==> config.mk <==
export PLATFORM = sky130hd
export DESIGN_NAME = irp_front_array
export DESIGN_NICKNAME = d
export VERILOG_FILES = /design/src/hw/irp_pkg.sv /design/src/hw/irp_carrier_det.sv /design/src/hw/irp_front_array.sv
export SDC_FILE = /design/constraint.sdc
export NUM_CORES = 1
export LEC_CHECK = 0
export ABC_AREA = 1
export BUFFER_PORTS_ARGS = -buffer_cell sky130_fd_sc_hd__buf_2
export CAP_MARGIN = 10
export CELL_PAD_IN_SITES_DETAIL_PLACEMENT = 0
export CELL_PAD_IN_SITES_GLOBAL_PLACEMENT = 2
export CORE_ASPECT_RATIO = 1.75
export CORE_MARGIN = 2
export CORE_UTILIZATION = 27
export DETAILED_ROUTE_END_ITERATION = 16
export GPL_TIMING_DRIVEN = 0
export PLACE_DENSITY_LB_ADDON = 0.05
export SLEW_MARGIN = 10
export SYNTH_ARGS = -nofsm -noshare
export SYNTH_HDL_FRONTEND = slang
export SYNTH_HIERARCHICAL = 1
export SYNTH_SLANG_ARGS = --single-unit
export TNS_END_PERCENT = 1
==> constraint.sdc <==
create_clock -name sys_clk_i -period 1.6 [get_ports sys_clk_i]
set_clock_uncertainty 0.2 [all_clocks]
set_input_delay 0.24 -clock sys_clk_i [delete_from_list [all_inputs] [get_ports sys_clk_i]]
set_output_delay 0.24 -clock sys_clk_i [all_outputs]
set_load 0.05 [all_outputs]
==> src/hw/irp_pkg.sv <==
// irp_pkg: constants and the APB request type for the front sensor array readout.
// assumes a single 50 MHz clock and an APB master with 32-bit data.
package irp_pkg;
   // register map, one aligned word each
   localparam logic [31:0] ADDR_CTRL   = 32'h0000_0000;
   localparam logic [31:0] ADDR_STATUS = 32'h0000_0004;
   // control fields: jumper selects for the shared pins
   localparam int unsigned CTRL_SEL_LEFT  = 0;
   localparam int unsigned CTRL_SEL_RIGHT = 1;
   localparam logic [1:0]  CTRL_RESET     = 2'h3;   // both pins carry proximity receivers
   // status fields
   localparam int unsigned STAT_DET_LSB   = 0;     // [2:0] left, front, right detect
   localparam int unsigned STAT_LEFT_LIT  = 3;
   localparam int unsigned STAT_RIGHT_LIT = 4;
   localparam int unsigned STAT_LINE_LIT  = 5;
   localparam int unsigned STAT_CHG_LSB   = 6;     // [10:6] line sensor charge state
   // pad positions, pad 0 is line sensor 1 (leftmost)
   localparam int unsigned PAD_LEFT_SHARED  = 1;
   localparam int unsigned PAD_RIGHT_SHARED = 3;
   localparam int unsigned DET_LEFT  = 0;
   localparam int unsigned DET_FRONT = 1;
   localparam int unsigned DET_RIGHT = 2;
   // timing
   localparam int unsigned CLK_HZ       = 50_000_000;
   localparam int unsigned CARRIER_HZ   = 38_000;
   localparam int unsigned TOL_PCT      = 10;      // accepted period spread
   localparam int unsigned PER_MIN_CYC  =
      (CLK_HZ + (CARRIER_HZ * (100 + TOL_PCT) / 100) - 1) / (CARRIER_HZ * (100 + TOL_PCT) / 100);
   localparam int unsigned PER_MAX_CYC  = CLK_HZ / (CARRIER_HZ * (100 - TOL_PCT) / 100);
   localparam int unsigned LOCK_PERIODS = 4;
   localparam int unsigned PER_W        = 12;
   localparam int unsigned DECAY_W      = 12;
   localparam logic [8:0]  DECAY_FULL   = 9'h100;  // decay units with no reflection

   typedef struct packed {
      logic        psel;
      logic        penable;
      logic        pwrite;
      logic [31:0] paddr;
      logic [31:0] pwdata;
   } irp_apb_req_s;
endpackage

==> src/hw/irp_carrier_det.sv <==
// irp_carrier_det: one infrared receiver, detects light keyed at the carrier rate.
// assumes light_i is synchronous to sys_clk_i; steady light never detects.
`timescale 1ns/100ps
module irp_carrier_det #(
   parameter int unsigned PER_MIN = irp_pkg::PER_MIN_CYC,
   parameter int unsigned PER_MAX = irp_pkg::PER_MAX_CYC,
   parameter int unsigned LOCK    = irp_pkg::LOCK_PERIODS
)(
   input  wire logic sys_clk_i,
   input  wire logic rst_b_i,
   input  wire logic ce_i,
   input  wire logic light_i,
   output logic      detect_o
);
   logic                      light_q;
   logic [irp_pkg::PER_W-1:0] per_q;
   logic [2:0]                good_q;
   logic                      det_q;

   // period between rising light edges, saturating once stale
   wire rise   = light_i & ~light_q;
   wire in_win = (per_q >= irp_pkg::PER_W'(PER_MIN)) && (per_q <= irp_pkg::PER_W'(PER_MAX));
   wire stale  = per_q > irp_pkg::PER_W'(PER_MAX);
   wire lock   = good_q >= 3'(LOCK - 1);
   wire accept = rise & in_win;

   always_ff @(posedge sys_clk_i) begin
      if (!rst_b_i) begin
         light_q <= 1'b0;
         per_q   <= '0;
         good_q  <= 3'h0;
         det_q   <= 1'b0;
      end else if (ce_i) begin
         light_q <= light_i;
         if (rise)
            per_q <= irp_pkg::PER_W'(1);
         else if (!stale)
            per_q <= per_q + irp_pkg::PER_W'(1);
         if (rise)
            good_q <= in_win ? (lock ? good_q : good_q + 3'h1) : 3'h0;
         else if (stale)
            good_q <= 3'h0;
         if (rise)
            det_q <= in_win & lock;
         else if (stale)
            det_q <= 1'b0;
      end
   end

   assign detect_o = det_q;
endmodule // irp_carrier_det

==> src/hw/irp_front_array.sv <==
// irp_front_array: front sensor board model with emitter control and APB status.
// assumes the host drives the emitter controls and line charge synchronously;
// the bench resolves pad wires from pad_out_o/pad_oe_o plus host drive and pull-ups.
//
// Added by the designer: the register addresses and register access over APB.
`timescale 1ns/100ps
module irp_front_array #(
   parameter int unsigned DECAY_SCALE = 4
)(
   input  wire logic                  sys_clk_i,
   input  wire logic                  rst_b_i,
   input  wire logic                  ce_i,
   input  wire irp_pkg::irp_apb_req_s apb_i,
   output logic                       pready_o,
   output logic                       pslverr_o,
   output logic [31:0]                prdata_o,
   input  wire logic                  line_emitter_enable_i,
   input  wire logic                  emitter_pwm_drive_i,
   input  wire logic                  emitter_side_select_i,
   input  wire logic [4:0]            line_charge_i,
   input  wire logic [4:0][7:0]       floor_reflect_i,
   input  wire logic [2:0]            prox_light_i,
   output logic [4:0]                 pad_out_o,
   output logic [4:0]                 pad_oe_o,
   output logic                       front_out_o,
   output logic                       front_oe_o,
   output logic                       line_emit_lit_o,
   output logic                       left_group_lit_o,
   output logic                       right_group_lit_o
);
   logic [1:0]  ctrl_q;
   logic        pready_q;
   logic        pslverr_q;
   logic [31:0] prdata_q;
   logic        line_lit_q;
   logic        left_lit_q;
   logic        right_lit_q;
   logic [4:0]  pad_out_q;
   logic [4:0]  pad_oe_q;
   logic        front_oe_q;
   logic [2:0]  det;
   logic [4:0]  charged;

   // apb decode
   wire setup     = apb_i.psel & ~apb_i.penable;
   wire hit_ctrl  = apb_i.paddr == irp_pkg::ADDR_CTRL;
   wire hit_stat  = apb_i.paddr == irp_pkg::ADDR_STATUS;
   wire mapped    = hit_ctrl | hit_stat;
   wire wr_ctrl   = apb_i.psel & apb_i.penable & pready_q & apb_i.pwrite & hit_ctrl;
   wire [31:0] status_w = {21'h0, charged, line_lit_q, right_lit_q, left_lit_q, det};
   wire [31:0] rdata_w  = hit_ctrl ? {30'h0, ctrl_q} : (hit_stat ? status_w : 32'h0);

   // register file; data is latched in setup so access has zero wait states
   always_ff @(posedge sys_clk_i) begin
      if (!rst_b_i) begin
         ctrl_q    <= irp_pkg::CTRL_RESET;
         pready_q  <= 1'b0;
         pslverr_q <= 1'b0;
         prdata_q  <= 32'h0;
      end else if (ce_i) begin
         pready_q  <= setup;
         pslverr_q <= setup & ~mapped;
         if (setup)
            prdata_q <= apb_i.pwrite ? 32'h0 : rdata_w;
         if (wr_ctrl)
            ctrl_q <= apb_i.pwdata[1:0];
      end
   end

   // emitter drive: groups are series pairs, so one select lights a whole side
   wire left_d  = emitter_pwm_drive_i & ~emitter_side_select_i;
   wire right_d = emitter_pwm_drive_i &  emitter_side_select_i;

   always_ff @(posedge sys_clk_i) begin
      if (!rst_b_i) begin
         line_lit_q  <= 1'b1;
         left_lit_q  <= 1'b0;
         right_lit_q <= 1'b0;
      end else if (ce_i) begin
         line_lit_q  <= line_emitter_enable_i;
         left_lit_q  <= left_d;
         right_lit_q <= right_d;
      end
   end

   // one carrier detector per receiver: left, front, right
   genvar g;
   generate
      for (g = 0; g < 3; g++) begin : g_rx
         irp_carrier_det u_det (
            .sys_clk_i (sys_clk_i),
            .rst_b_i   (rst_b_i),
            .ce_i      (ce_i),
            .light_i   (prox_light_i[g]),
            .detect_o  (det[g])
         );
      end
   endgenerate

   // line sensor pads; a darker floor or dark emitters mean a slower decay
   generate
      for (g = 0; g < 5; g++) begin : g_line
         localparam bit          SHARED = (g == irp_pkg::PAD_LEFT_SHARED) ||
                                          (g == irp_pkg::PAD_RIGHT_SHARED);
         localparam int unsigned DSEL   = (g == irp_pkg::PAD_LEFT_SHARED) ?
                                          irp_pkg::DET_LEFT : irp_pkg::DET_RIGHT;
         localparam int unsigned CSEL   = (g == irp_pkg::PAD_LEFT_SHARED) ?
                                          irp_pkg::CTRL_SEL_LEFT : irp_pkg::CTRL_SEL_RIGHT;
         logic [irp_pkg::DECAY_W-1:0] decay_q;
         wire  [8:0]  dark  = line_lit_q ? irp_pkg::DECAY_FULL - {1'b0, floor_reflect_i[g]}
                                         : irp_pkg::DECAY_FULL;
         wire  [irp_pkg::DECAY_W-1:0] load = irp_pkg::DECAY_W'(dark * DECAY_SCALE);
         wire  prox_sel = SHARED && ctrl_q[CSEL];
         assign charged[g] = decay_q != '0;

         always_ff @(posedge sys_clk_i) begin
            if (!rst_b_i) begin
               decay_q      <= '0;
               pad_out_q[g] <= 1'b0;
               pad_oe_q[g]  <= 1'b0;
            end else if (ce_i) begin
               if (line_charge_i[g])
                  decay_q <= load;
               else if (charged[g])
                  decay_q <= decay_q - irp_pkg::DECAY_W'(1);
               if (prox_sel) begin
                  pad_out_q[g] <= 1'b0;
                  pad_oe_q[g]  <= det[DSEL];
               end else begin
                  pad_out_q[g] <= charged[g];
                  pad_oe_q[g]  <= ~line_charge_i[g];
               end
            end
         end
      end
   endgenerate

   // front receiver has its own pin, open drain
   always_ff @(posedge sys_clk_i) begin
      if (!rst_b_i)
         front_oe_q <= 1'b0;
      else if (ce_i)
         front_oe_q <= det[irp_pkg::DET_FRONT];
   end

   assign pready_o          = pready_q;
   assign pslverr_o         = pslverr_q;
   assign prdata_o          = prdata_q;
   assign pad_out_o         = pad_out_q;
   assign pad_oe_o          = pad_oe_q;
   assign front_out_o       = 1'b0;
   assign front_oe_o        = front_oe_q;
   assign line_emit_lit_o   = line_lit_q;
   assign left_group_lit_o  = left_lit_q;
   assign right_group_lit_o = right_lit_q;
endmodule // irp_front_array

==> flow_summary.toml <==
[clocking]
numCtsBuffers = 17
clock_latency_ps = 450
cts_tree = "built"
cts_num_sinks = 140
cts_buffer_depth = 2
cts_root_buf = "clkbuf_16"
htree_levels = 4
cts.reportedPaths.clkPinSlew_ps = 70

[synthesis]
netlist_instances = 1529
syn_area_um2 = 9634
avgSynthCellArea_um2 = 6.301
synthAdderAreaFrac_pct = 3.896
synth-seq-cells = 140
synth-compound-area-share_pct = 13.97
synth_top_family_by_area = "simple AND/OR/NAND/NOR gates"
synth_area_leaders = "dfxtp_1 (29%), nand2_1 (12%), nor2_1 (11%)"
yosysTopAreaCell = "dfxtp_1"
ys_types = 47
ys_seq_area_share_pct = 29.09
yosysTopAreaCellShare_pct = 29.09
yosys.area_share.simple_pct = 39.17
yosys_warnings = 6
synth_mux_area_share_pct = 0
synth-xor-area-share_pct = 2.091

[detailed_routing]
first_pass_iters = 5
routed_via_density = 4.600
wl_per_cell_um = 15.07
drt-total-wl_um = 33680
post-route-drc-count = 0
antenna_left = 0
vias = 10280
drtIter0Drc = 305

[power]
p_sw_share_pct = 32.90
p_sw_w = 0.003933
power.share.combinational_pct = 26.8
p_per_area_nw_per_um2 = 919.9
intPower_w = 0.008022
p_seq_share_pct = 33.4
power_leakage_nw = 5.901
ir_drop_mv = 0.7698
clockPowerShare_pct = 39.8

[worst_setup_path]
required_ps = 1730
cp_slowest_stage_delay_ps = 390
crit_arrival_ps = 1940
worstSetupPathType = "flip-flop to flip-flop"
rrSetupSlack_ps = -200
regToRegEndpoint = "g_rx[1].u_det/per_q[0]$_SDFFE_PN0P_"
cp-endpoint = "g_rx[1].u_det/per_q[0]$_SDFFE_PN0P_"
cp.depth = 9
r2r-start = "g_rx[1].u_det/per_q[4]$_SDFFE_PN0P_"
worstSetupStartpoint = "g_rx[1].u_det/per_q[4]$_SDFFE_PN0P_"
crit_chain = "nand2_4 > nor2_4 > nand4_1 > nand3_4 > nand2_8 > buf_12 > buf_8 > o21ai_1 > a21oi_1"
worst_setup_path_start_kind = "flip-flop"
reg2reg_depth = 9
crit_buf_inv = 2
path_max_fanout = 6
cp-end-kind = "flip-flop"
critical_path.top_delay_family = "simple AND/OR/NAND/NOR gates"
critPathSlowestCell = "dfxtp_4"

[sta]
relSlewSlack_pct = 44.26
setup_viol = 94
period_share_pct = 112.8
layout_setup_ws_ps = -204.1
fin_crit_ps = 1804
worst_pin_slew_ps = 836.1
whs_ps = 21.58
rsz0062_at_grt = "true"
hold_viol = 0
drv_slew = 0
max_freq_mhz = 554.3

[die]
rows = 91
initial_core_util_pct = 27.38
die_w_um = 146.8
die_h_um = 253.9
core_um2 = 35180
pin_count = 170
dieArea_um2 = 37270

[place]
dp_hpwl_um = 25140
port_buffers = 114
placed_area_um2 = 10880
dp.cells = 2129
place_congestion = 0.7987

[final_layout]
postLayoutCellArea_um2 = 13000
drive_gt1_share_pct = 26.17
layout_common_cells = "nand2_1 (282), nor2_1 (260), inv_1 (176)"
area_delta_synth_final_pct = 34.88
layout_commonest_cell = "nand2_1"
stdcell_count = 2235
fin_nets = 1907

[global_routing]
grt_antenna_before_repair = 0
grt_start_max_net_pins = 17
grt_pass1_vias = 10140
grt.overflow.total = 0
grt_pass1_wl_um = 53310
grt_usage_pct = 18.30

[worst_hold_path]
hold_class = "input port to flip-flop"
hold_depth = 3

[status]
status = "complete, but fails checks"
failed_checks = "negative setup slack"

[job]
drv_cap = 0
==> cell usage after synthesis, drive strengths merged <==
master  instances
a211oi          1
a21boi          1
a21o            1
a21oi         112
a22o            1
a22oi           4
buf            39
clkbuf         11
clkinv          5
conb            1
dfxtp         140
ha             30
inv           203
nand2         322
nand3         117
nand3b          7
nand4          35
nor2          294
nor3           51
nor3b           4
o211ai          5
o21ai          98
o21bai         16
o22ai           2
o31ai           4
or2             2
xnor2          12
xor2           11
==> worst min-delay path, delay by kind of cell <==
kind / cells / cell delay (ps)
AO/OA/AOI/OAI: 1 / 50
buffers and inverters: 2 / 330
==> stage by stage <==
| step | setup TNS (ps) | power, W | setup slack (ps) | util, % |
|---|---|---|---|---|
| 3_5_place_dp | -72440 | 0.006868 | -922.7 | 30.91 |
| 2_1_floorplan | -2800 | 0.006051 | -97.63 | - |
| 3_3_place_gp | -71590 | 0.006883 | -881.6 | 30.91 |
| 4_1_cts | -13500 | 0.01198 | -217.0 | 35.92 |
| 6_report | -9603 | 0.01195 | -204.1 | 36.94 |
| 5_1_grt | -22260 | 0.01269 | -340.8 | 36.93 |
==> worst min-delay path by stage <==
stage | startpoint | end | slack (ps)
6_report | rst_b_i | g_rx[2].u_det/per_q[4]$_SDFFE_PN0P_ | 20
5_1_grt | rst_b_i | g_rx[2].u_det/per_q[10]$_SDFFE_PN0P_ | 40
4_1_cts | line_charge_i[2] | g_line[2].decay_q[7]$_SDFFE_PN0P_ | 5
3_5_place_dp | prdata_o[0]$_SDFFE_PN0P_ | prdata_o[0]$_SDFFE_PN0P_ | 260
3_3_place_gp | g_line[3].decay_q[0]$_SDFFE_PN0P_ | g_line[3].decay_q[0]$_SDFFE_PN0P_ | 250
2_1_floorplan | rst_b_i | g_rx[0].u_det/good_q[1]$_SDFFE_PN0P_ | 160
==> registers in the layout (all words and copies together) (netlist names) <==
signal	cells
g_rx.u_det/good_q	9
g_rx.u_det/light_q	3
pad_oe_o	5
g_rx.u_det/detect_o	3
g_rx.u_det/per_q	36
right_group_lit_o	1
line_emit_lit_o	1
ctrl_q	2
front_oe_o	1
pad_out_o	5
left_group_lit_o	1
prdata_o	11
g_line.decay_q	60
pslverr_o	1
pready_o	1
==> power groups by stage <==
stage | clock [W] | combinational, W | sequential (W)
floorplan | 0 | 0.00198 | 0.00407
global placement | 0 | 0.00282 | 0.00406
detailed placement | 0 | 0.00280 | 0.00406
CTS | 0.00490 | 0.00309 | 0.00399
global route | 0.00504 | 0.00361 | 0.00404
finish | 0.00475 | 0.00320 | 0.00400
==> area by class of cell <==
class	instances	area, um^2
Tap cell	465	581.8
Inverter	208	805.8
Fill cell	3862	22190
Clock buffer	21	480.5
Clock inverter	11	211.5
Timing Repair Buffer	187	1308
Sequential cell	140	2893
Multi-Input combinational cell	1152	6314
Buffer	50	399.1
Antenna cell	1	2.502
==> what timing repair did <==
action                                  4_1_cts  5_1_grt
cloned                                        3        1
endpoints found under the hold margin        29        0
gates resized for setup                     158       93
buffers inserted                             37        7
pin swaps                                    49       27
endpoints found under the setup margin      125      125
hold buffers                                 26        0
==> cells by family (layout without fill, tap and decap cells) <==
logic type	after synthesis	in the layout
compound gates	245	245
xor+xnor	23	23
fa+ha+maj	30	30
buf+inv	258	477
flops	140	140
other cells	1	23
simple gates	832	832
==> routing by layer <==
metal | track usage (%) | up-vias | part of all wire (%)
li1 | - | 5364 | -
met1 | 18.99 | 4701 | 39
met2 | 36.16 | 172 | 55
met3 | 3.645 | 43 | 4.2
met4 | 5.992 | 0 | 2.2
met5 | 0 | - | 0
No activity file was read; power rests on OpenSTA's default activity.
